`config.mk`:
```
export PLATFORM = sky130hd
export DESIGN_NAME = timer_brk_dma
export DESIGN_NICKNAME = d
export VERILOG_FILES = /design/src/shared/timer_brk_pkg.sv /design/src/rtl/timer_brk_dma.sv
export VERILOG_INCLUDE_DIRS = /design/src /design/src/shared
export SDC_FILE = /design/constraint.sdc
export NUM_CORES = 1
export LEC_CHECK = 0
export BUFFER_PORTS_ARGS = -buffer_cell sky130_fd_sc_hd__buf_4
export CAP_MARGIN = 20
export CORE_MARGIN = 2
export CORE_UTILIZATION = 45
export CTS_CLUSTER_DIAMETER = 40
export CTS_CLUSTER_SIZE = 25
export DETAILED_ROUTE_END_ITERATION = 8
export PLACE_DENSITY = 0.61
export REMOVE_ABC_BUFFERS = 1
export SETUP_SLACK_MARGIN = 0.05
export SYNTH_ARGS = -nofsm -noshare
export SYNTH_HDL_FRONTEND = slang
export SYNTH_SLANG_ARGS = --single-unit
```
`constraint.sdc`:
```
create_clock -name clk_sys -period 4.6 [get_ports clk_sys]
set_clock_uncertainty 0.1 [all_clocks]
set_input_delay 0.92 -clock clk_sys [delete_from_list [all_inputs] [get_ports clk_sys]]
set_output_delay 0.92 -clock clk_sys [all_outputs]
set_load 0.01 [all_outputs]
```
`src/shared/timer_brk_defines.svh`:
```
`ifndef TIMER_BRK_DEFINES_SVH
`define TIMER_BRK_DEFINES_SVH

// Byte addresses of the register map.
`define ADDR_CONTROL_ONE   8'h00
`define ADDR_CONTROL_TWO   8'h04
`define ADDR_CHANNEL_CTRL  8'h20
`define ADDR_BREAK_OUT     8'h44
`define ADDR_DMA_BURST     8'h48
`define ADDR_BURST_WINDOW  8'h4C

// Reset values.
`define RST_REG16          16'h0000
`define RST_DMA_BURST      16'h0000
`define RST_BREAK_OUT      16'h0000

// Fields of break_output_control.
`define BO_DTS_MSB         7
`define BO_LOCK_LSB        8
`define BO_LOCK_MSB        9
`define BO_IDLE_OFF        10
`define BO_RUN_OFF         11
`define BO_BRK_EN          12
`define BO_BRK_POL         13
`define BO_AOE             14
`define BO_MOE             15

// Fields of dma_burst_control; bits 7:5 and 15:13 read as zero.
`define DB_BASE_LSB        0
`define DB_BASE_MSB        4
`define DB_LEN_LSB         8
`define DB_LEN_MSB         12
`define DB_WMASK           16'h1F1F

// Fields of the channel control register.
`define CH_EN              0
`define CH_POL             1
`define CH_CEN             2
`define CH_CPOL            3
`define CH_EN_MASK         16'h0005
`define CH_POL_MASK        16'h000A

// Write buffer depth.
`define FIFO_DEPTH         8

`endif

```
`src/shared/timer_brk_pkg.sv`:
```
package timer_brk_pkg;

	typedef enum logic [1:0] {
		ST_IDLE,
		ST_BUSY,
		ST_DONE
	} bus_state_type;

	typedef struct packed {
		logic       write;
		logic [2:0] size;
		logic [7:0] addr;
	} bus_req_type;

	typedef struct packed {
		logic [7:0]  addr;
		logic [15:0] data;
	} reg_wr_type;

endpackage

```
`src/rtl/timer_brk_dma.sv`:
```
`timescale 1ns/1ps
`include "timer_brk_defines.svh"

// Synchronous FIFO; DEPTH must be a power of two.
module wr_fifo #(
	parameter int WIDTH = 24,
	parameter int DEPTH = `FIFO_DEPTH
) (
	input  wire logic             clk_sys,
	input  wire logic             srst,
	input  wire logic             in_valid,
	output logic                  in_ready,
	input  wire logic [WIDTH-1:0] in_data,
	output logic                  out_valid,
	input  wire logic             out_ready,
	output logic      [WIDTH-1:0] out_data
);
	localparam int AW = $clog2(DEPTH);

	logic [WIDTH-1:0] mem_q [DEPTH];
	logic [AW:0]      wr_ptr_q;
	logic [AW:0]      rd_ptr_q;
	wire              push;
	wire              pop;

	// Full when pointers differ only in the wrap bit.
	assign in_ready  = !(wr_ptr_q[AW] != rd_ptr_q[AW] &&
		wr_ptr_q[AW-1:0] == rd_ptr_q[AW-1:0]);
	assign out_valid = wr_ptr_q != rd_ptr_q;
	assign out_data  = mem_q[rd_ptr_q[AW-1:0]];
	assign push      = in_valid && in_ready;
	assign pop       = out_valid && out_ready;

	// Storage has no reset; only the pointers need one.
	always_ff @(posedge clk_sys) begin
		if (push)
			mem_q[wr_ptr_q[AW-1:0]] <= in_data;
	end

	// Pointer update.
	always_ff @(posedge clk_sys) begin
		if (srst) begin
			wr_ptr_q <= '0;
			rd_ptr_q <= '0;
		end else begin
			wr_ptr_q <= wr_ptr_q + (AW+1)'(push);
			rd_ptr_q <= rd_ptr_q + (AW+1)'(pop);
		end
	end
endmodule

// Operation
// Run off-state bit: disabled, or inactive first.
// Break input acts only when break enabled.
// Break polarity selects active input level.
// Lock level 1 freezes enable, polarity, auto.
// Software waits one clock after polarity write.
// Auto enable sets main enable on update.
// Main enable gates channel outputs by enables.
// Active break clears main output enable.
// Burst base is offset from control one.
// Burst length field plus one transfers.
// Window access redirects to base plus index.
// Word items fill registers; bytes one each.
// Burst control at 0x48, resets to zero.
// Redirect address steps four bytes per register.
// Lock level field writable once after reset.
// Lock level 2 freezes off-state and polarities.
// Burst index wraps to zero after burst.
// Break suppresses automatic set in same cycle.
module timer_brk_dma
	import timer_brk_pkg::*;
(
	input  wire logic        clk_sys,
	input  wire logic        srst,
	input  wire logic        hsel,
	input  wire logic [31:0] haddr,
	input  wire logic [1:0]  htrans,
	input  wire logic        hwrite,
	input  wire logic [2:0]  hsize,
	input  wire logic [31:0] hwdata,
	input  wire logic        hready,
	output logic             hreadyout,
	output logic      [31:0] hrdata,
	output logic             hresp,
	input  wire logic        break_input,
	input  wire logic        update_event,
	input  wire logic        pwm_ref,
	output logic      [1:0]  channel_out,
	output logic      [1:0]  channel_oe
);
	// Word decode shared by reads and writes.
	function automatic logic is_reg(input logic [7:0] a,
		input logic [7:0] r);
		return a[7:2] == r[7:2];
	endfunction

	bus_state_type state_q;
	bus_state_type state_d;
	bus_req_type   req_q;
	bus_req_type   req_d;
	reg_wr_type    fifo_in;
	reg_wr_type    fifo_out;
	reg_wr_type    wr;
	logic [15:0]   ctrl_one_q;
	logic [15:0]   ctrl_two_q;
	logic [15:0]   chan_ctrl_q;
	logic [15:0]   chan_ctrl_d;
	logic [15:0]   brk_out_q;
	logic [15:0]   brk_out_d;
	logic [15:0]   dma_burst_q;
	logic [4:0]    burst_idx_q;
	logic          lock_written_q;
	logic          brk_meta_q;
	logic          brk_sync_q;
	logic [1:0]    en_prev_q;
	logic [1:0]    out_d;
	logic [1:0]    oe_d;
	logic [15:0]   rd_val;
	logic          fifo_in_ready;
	logic          fifo_out_valid;

	// Bus phase decode.
	wire        bus_start = hsel && htrans[1] && hready;
	wire        busy      = state_q == ST_BUSY;
	wire        req_win   = is_reg(req_q.addr, `ADDR_BURST_WINDOW);
	wire        win_wr    = busy && req_q.write && req_win;
	// Window writes wait for room; every other access waits until the
	// buffer has drained, so reads never see stale register values.
	wire        can_end   = win_wr ? fifo_in_ready : !fifo_out_valid;
	wire        commit    = busy && can_end;
	wire        direct_wr = commit && req_q.write && !req_win;
	wire        drain_rdy = !direct_wr;
	wire        drain     = fifo_out_valid && drain_rdy;
	wire        wr_en     = direct_wr || drain;
	wire        advance   = commit && req_win;

	// Burst redirection.
	wire [4:0]  base      = dma_burst_q[`DB_BASE_MSB:`DB_BASE_LSB];
	wire [4:0]  blen      = dma_burst_q[`DB_LEN_MSB:`DB_LEN_LSB];
	wire [5:0]  burst_wd  = {1'b0, base} + {1'b0, burst_idx_q};
	wire [7:0]  redirect  = `ADDR_CONTROL_ONE + {burst_wd, 2'b00};
	wire [7:0]  rd_addr   = req_win ? redirect : req_q.addr;
	// Byte items take one register each; word items fill a register.
	wire [31:0] lane      = hwdata >> {req_q.addr[1:0], 3'b000};
	wire [15:0] item      = (req_q.size == 3'h0) ?
		{8'h00, lane[7:0]} : hwdata[15:0];

	// Lock and break decode.
	wire [1:0]  lock      = brk_out_q[`BO_LOCK_MSB:`BO_LOCK_LSB];
	wire        lvl1      = lock != 2'h0;
	wire        lvl2      = lock[1];
	wire        brk_act   = brk_out_q[`BO_BRK_EN] &&
		(brk_sync_q == brk_out_q[`BO_BRK_POL]);
	wire        moe_eff   = brk_out_q[`BO_MOE] && !brk_act;

	// Register write port: direct writes or drained window writes.
	assign fifo_in = '{addr: redirect, data: item};
	assign wr      = direct_wr ? reg_wr_type'{addr: req_q.addr, data: item} :
		fifo_out;
	wire   hit_one = wr_en && is_reg(wr.addr, `ADDR_CONTROL_ONE);
	wire   hit_two = wr_en && is_reg(wr.addr, `ADDR_CONTROL_TWO);
	wire   hit_ch  = wr_en && is_reg(wr.addr, `ADDR_CHANNEL_CTRL);
	wire   hit_bo  = wr_en && is_reg(wr.addr, `ADDR_BREAK_OUT);
	wire   hit_db  = wr_en && is_reg(wr.addr, `ADDR_DMA_BURST);

	wr_fifo #(
		.WIDTH ($bits(reg_wr_type)),
		.DEPTH (`FIFO_DEPTH)
	) u_fifo (
		.clk_sys   (clk_sys),
		.srst      (srst),
		.in_valid  (win_wr),
		.in_ready  (fifo_in_ready),
		.in_data   (fifo_in),
		.out_valid (fifo_out_valid),
		.out_ready (drain_rdy),
		.out_data  (fifo_out)
	);

	// Read mux; unmapped words read as zero, window reads return the redirected register.
	always_comb begin
		rd_val = 16'h0000;
		if (is_reg(rd_addr, `ADDR_CONTROL_ONE))
			rd_val = ctrl_one_q;
		else if (is_reg(rd_addr, `ADDR_CONTROL_TWO))
			rd_val = ctrl_two_q;
		else if (is_reg(rd_addr, `ADDR_CHANNEL_CTRL))
			rd_val = chan_ctrl_q;
		else if (is_reg(rd_addr, `ADDR_BREAK_OUT))
			rd_val = brk_out_q;
		else if (is_reg(rd_addr, `ADDR_DMA_BURST))
			rd_val = dma_burst_q;
	end

	// Bus sequencer: every data phase takes at least one wait state,
	// which keeps hrdata and hreadyout straight from flip-flops.
	always_comb begin
		state_d = state_q;
		req_d   = req_q;
		unique case (state_q)
			ST_IDLE, ST_DONE: begin
				state_d = bus_start ? ST_BUSY : ST_IDLE;
				if (bus_start)
					req_d = '{write: hwrite, size: hsize,
						addr: haddr[7:0]};
			end
			ST_BUSY: begin
				if (commit)
					state_d = ST_DONE;
			end
		endcase
	end

	always_ff @(posedge clk_sys) begin
		if (srst) begin
			state_q   <= ST_IDLE;
			req_q     <= '0;
			hreadyout <= 1'b1;
			hrdata    <= 32'h0000_0000;
			hresp     <= 1'b0;
		end else begin
			state_q   <= state_d;
			req_q     <= req_d;
			hreadyout <= state_d != ST_BUSY;
			hresp     <= 1'b0;
			if (commit && !req_q.write)
				hrdata <= {16'h0000, rd_val};
		end
	end

	// Break pin synchroniser; only the second stage is used.
	always_ff @(posedge clk_sys) begin
		if (srst) begin
			brk_meta_q <= 1'b0;
			brk_sync_q <= 1'b0;
		end else begin
			brk_meta_q <= break_input;
			brk_sync_q <= brk_meta_q;
		end
	end

	// Channel control: polarities freeze from lock level 2.
	always_comb begin
		chan_ctrl_d = chan_ctrl_q;
		if (hit_ch) begin
			chan_ctrl_d = (chan_ctrl_q & ~`CH_EN_MASK) |
				(wr.data & `CH_EN_MASK);
			if (!lvl2)
				chan_ctrl_d = (chan_ctrl_d & ~`CH_POL_MASK) |
					(wr.data & `CH_POL_MASK);
		end
	end

	// Break/output control with lock protection and main enable.
	always_comb begin
		brk_out_d = brk_out_q;
		if (update_event && brk_out_q[`BO_AOE] && !brk_act)
			brk_out_d[`BO_MOE] = 1'b1;
		if (hit_bo) begin
			if (!lvl1) begin
				brk_out_d[`BO_DTS_MSB:0] = wr.data[`BO_DTS_MSB:0];
				brk_out_d[`BO_BRK_EN]    = wr.data[`BO_BRK_EN];
				brk_out_d[`BO_BRK_POL]   = wr.data[`BO_BRK_POL];
				brk_out_d[`BO_AOE]       = wr.data[`BO_AOE];
			end
			if (!lvl2) begin
				brk_out_d[`BO_IDLE_OFF] = wr.data[`BO_IDLE_OFF];
				brk_out_d[`BO_RUN_OFF]  = wr.data[`BO_RUN_OFF];
			end
			if (!lock_written_q)
				brk_out_d[`BO_LOCK_MSB:`BO_LOCK_LSB] =
					wr.data[`BO_LOCK_MSB:`BO_LOCK_LSB];
			brk_out_d[`BO_MOE] = wr.data[`BO_MOE];
		end
		if (brk_act)
			brk_out_d[`BO_MOE] = 1'b0;
	end

	// Register file.
	always_ff @(posedge clk_sys) begin
		if (srst) begin
			ctrl_one_q     <= `RST_REG16;
			ctrl_two_q     <= `RST_REG16;
			chan_ctrl_q    <= `RST_REG16;
			brk_out_q      <= `RST_BREAK_OUT;
			dma_burst_q    <= `RST_DMA_BURST;
			lock_written_q <= 1'b0;
		end else begin
			if (hit_one)
				ctrl_one_q <= wr.data;
			if (hit_two)
				ctrl_two_q <= wr.data;
			if (hit_db)
				dma_burst_q <= wr.data & `DB_WMASK;
			chan_ctrl_q <= chan_ctrl_d;
			brk_out_q   <= brk_out_d;
			if (hit_bo)
				lock_written_q <= 1'b1;
		end
	end

	// Burst index steps per window access and wraps after the last.
	always_ff @(posedge clk_sys) begin
		if (srst)
			burst_idx_q <= 5'h00;
		else if (advance)
			burst_idx_q <= (burst_idx_q >= blen) ?
				5'h00 : burst_idx_q + 5'h01;
	end

	// Output stage; index 0 is the main output, 1 the complementary.
	// The break term acts on the outputs in the same cycle that it
	// clears the enable, so the gating does not lag the register.
	for (genvar i = 0; i < 2; i++) begin : g_out
		wire en  = chan_ctrl_q[i == 0 ? `CH_EN : `CH_CEN];
		wire pol = chan_ctrl_q[i == 0 ? `CH_POL : `CH_CPOL];
		wire ref_lvl = (i == 0) ? pwm_ref : !pwm_ref;

		always_comb begin
			out_d[i] = 1'b0;
			oe_d[i]  = 1'b0;
			if (moe_eff) begin
				if (en && (en_prev_q[i] || !brk_out_q[`BO_RUN_OFF])) begin
					out_d[i] = ref_lvl ^ pol;
					oe_d[i]  = 1'b1;
				end else if (brk_out_q[`BO_RUN_OFF]) begin
					out_d[i] = pol;
					oe_d[i]  = 1'b1;
				end
			end else if (en && brk_out_q[`BO_IDLE_OFF]) begin
				out_d[i] = pol;
				oe_d[i]  = 1'b1;
			end
		end

		always_ff @(posedge clk_sys) begin
			if (srst) begin
				en_prev_q[i]   <= 1'b0;
				channel_out[i] <= 1'b0;
				channel_oe[i]  <= 1'b0;
			end else begin
				en_prev_q[i]   <= en;
				channel_out[i] <= out_d[i];
				channel_oe[i]  <= oe_d[i];
			end
		end
	end
endmodule

```
==> run metrics <==
Yosys cell types=65; CTS sink count=291; Hold Buf Count CTS=0; Netlist Area Pre-Place=12,900 um^2; IO Pins=115; final hold violations=0; synthesis warning total=0; Avg Synthesized Cell Area=13.5 um^2; Die Y=173 um; initial antenna violation count=0; Die ar.=30,100 um^2; CORE AREA=28,500 um^2; fin crit share=80.0%; endpoint type of the worst setup path=flop; Total Routing Usage GR=19.5%; Max Fclk=0.272 GHz; vias in the first global route=7,863; via count=7,908; Resize count post-CTS=0; wire per inst=20.1 um; CTS Buf Count=40; critical path peak fanout=34; number of synthesized register bits=291; starting density of the core=45.3%; Top FF cell, synth=edfxtp_1; status=completed; Leakage=5.39 nW; share of cells above drive strength 1=24.2%; sequential fraction of the synthesis area=58.8%; number of max-cap violations=0; GPL Wtd Cong=0.777; dpl hpwl=18,200 um; commonest non-fill, non-tap cell in the layout=edfxtp_1; setup_tns=0 ns; Cell Pwr Density=411 nW/um^2; Vias/cell=5.43; final setup violation count=0; worst slew pin tran=0.948 ns; area growth from synthesis to layout=17.8%; critical path data required time=4.88 ns; pre-CTS setup slack=0.837 ns; Post-synth EDFFs=176; ys async rst share=0%; final WL=29,200 um; RSZ-0062 raised after global routing=false; port buffer count=72; setup bufs post-CTS=0; drt first pass iters=5; clock buffer depth=3; Final Critical Period=3.68 ns; Root Buffer=clkbuf_16; CP Launch Type=flop; Rel. slew slack=36.5%; # rows=62; DRT antenna net count=0; Post-Syn Instances=958; largest net degree at the start of global routing=72; final worst setup slack=0.918 ns; clk slew on worst S/H paths=0.05 ns; commonest cells after routing, fill and taps aside=176 x edfxtp_1, 113 x dfxtp_1, 98 x buf_4; global route overflow=0; diode count=0; Slew Limit Fails=0; later-pin clock latency in the skew report=0.53 ns; TritonCTS clock tree=done; first-pass GRT wire length=45,400 um; drt drc=0; Worst Hold Class=reg -> reg; # nets final=1,133; worst vdd ir=0.000225 V; Initial DRC Count=543; Setup CP Type=reg -> reg; critical path arrival=3.96 ns; H-tree lvl count=2; Die X=173 um
[per-stage QoR]
| stage | hold WS, ns | power [mW] | instances | instance area (um^2) | utilization (%) |
|---|---|---|---|---|---|
| 4_1_cts | 0.365 | 6.32 | 1455 | 15200 | 53.4 |
| 2_1_floorplan | 0.314 | 3.11 | 899 | 12600 | - |
| 3_3_place_gp | 0.332 | 3.26 | 1381 | 13800 | 48.6 |
| 5_1_grt | 0.388 | 6.46 | 1456 | 15200 | 53.4 |
| 6_report | 0.358 | 6.25 | 1456 | 15200 | 53.4 |
| 3_5_place_dp | 0.345 | 3.27 | 1381 | 13800 | 48.6 |
[worst paths after layout]
kind	from	endpoint	slack [ns]	cells after the start
setup / recovery	u_fifo.rd_ptr_q[1]	brk_out_q[4]	0.92	9
hold / removal	lock_written_q	lock_written_q	0.36	2
setup reg to reg	u_fifo.rd_ptr_q[1]	brk_out_q[4]	0.92	9
hold reg to reg	lock_written_q	lock_written_q	0.36	2
[flip-flops by register name (all words and copies together) (netlist names)]
name and flops:
en_prev_q 2, hrdata 16, ctrl_one_q 16, chan_ctrl_q 4, hreadyout 1, state_q 2
burst_idx_q 5, channel_oe 2, ctrl_two_q 16, brk_out_q 16, lock_written_q 1, channel_out 2
dma_burst_q 10, brk_sync_q 1, u_fifo.wr_ptr_q 4, req_q 12, u_fifo.mem_q 176, u_fifo.rd_ptr_q 4
brk_meta_q 1
[layer usage]
layer / routed length [um] / track usage [%] / vias to the layer above
met1: 13400 / 26.7 / 3958
met5: 0 / 0 / -
met2: 14000 / 32.6 / 166
met3: 1240 / 3.03 / 37
li1: - / - / 3747
met4: 520 / 4.84 / 0
[Yosys cell counts (all sizes together), types with 3 or more instances]
library cell / count / area (um^2)
mux2: 27 / 304
nor4: 3 / 48.8
a31oi: 9 / 56.3
nand4b: 7 / 61.3
dfxtp: 115 / 2300
a22o: 5 / 43.8
a21o: 9 / 67.6
nor2b: 21 / 131
mux2i: 81 / 811
ha: 15 / 188
edfxtp: 176 / 5290
or2: 6 / 37.5
nor2: 57 / 214
inv: 14 / 52.6
nand2: 35 / 131
a22oi: 16 / 120
o211ai: 7 / 52.6
xor2: 7 / 61.3
and4: 4 / 35.0
a2111oi: 6 / 66.3
a211o: 18 / 158
a21oi: 25 / 125
buf: 35 / 233
mux4: 44 / 991
nand3: 5 / 25.0
nor3: 17 / 85.1
clkbuf: 40 / 150
nand2b: 71 / 444
nand3b: 9 / 67.6
o31a: 3 / 26.3
a221oi: 6 / 52.6
xnor2: 8 / 70.1
o21ai: 16 / 80.1
and2: 10 / 62.6
[final cells by class]
class / count / area, um^2
Inverter: 14 / 52.6
Clock buffer: 49 / 1120
Sequential cell: 291 / 7590
Timing Repair Buffer: 99 / 743
Multi-Input combinational cell: 594 / 4990
Fill cell: 2417 / 13300
Tap cell: 384 / 480
Clock inverter: 25 / 229
[kinds of logic (layout without fill, tap and decap cells)]
kind of cell	after synthesis	in the layout	share of synthesized area, %
flops	291	291	58.8
buf+inv	89	187	3.37
fa+ha+maj	16	16	1.61
compound gates	134	134	7.52
mux	152	152	16.3
simple gates	260	260	11.4
other cells	1	17	0.0290
xor+xnor	15	15	1.02
[worst max-delay path, stage by stage (launching register included)]
cell and delay, ns:
dfxtp_2 0.70, xnor2_1 0.17, nand4b_1 0.12, buf_4 0.19, or2_1 0.21, buf_4 0.40, a21oi_1 0.28, nor4_4 0.54
nand2_1 0.58, mux2i_1 0.25
[where the power goes]
group          internal, mW  leakage (nW)  total (mW)  switching (mW)
clock                  1.87         0.647        3.04            1.17
combinational         0.191          2.20       0.405           0.213
sequential             2.78          2.54        2.81          0.0267
total                  4.84          5.39        6.25            1.41
Power figures use the tool's default switching activity.
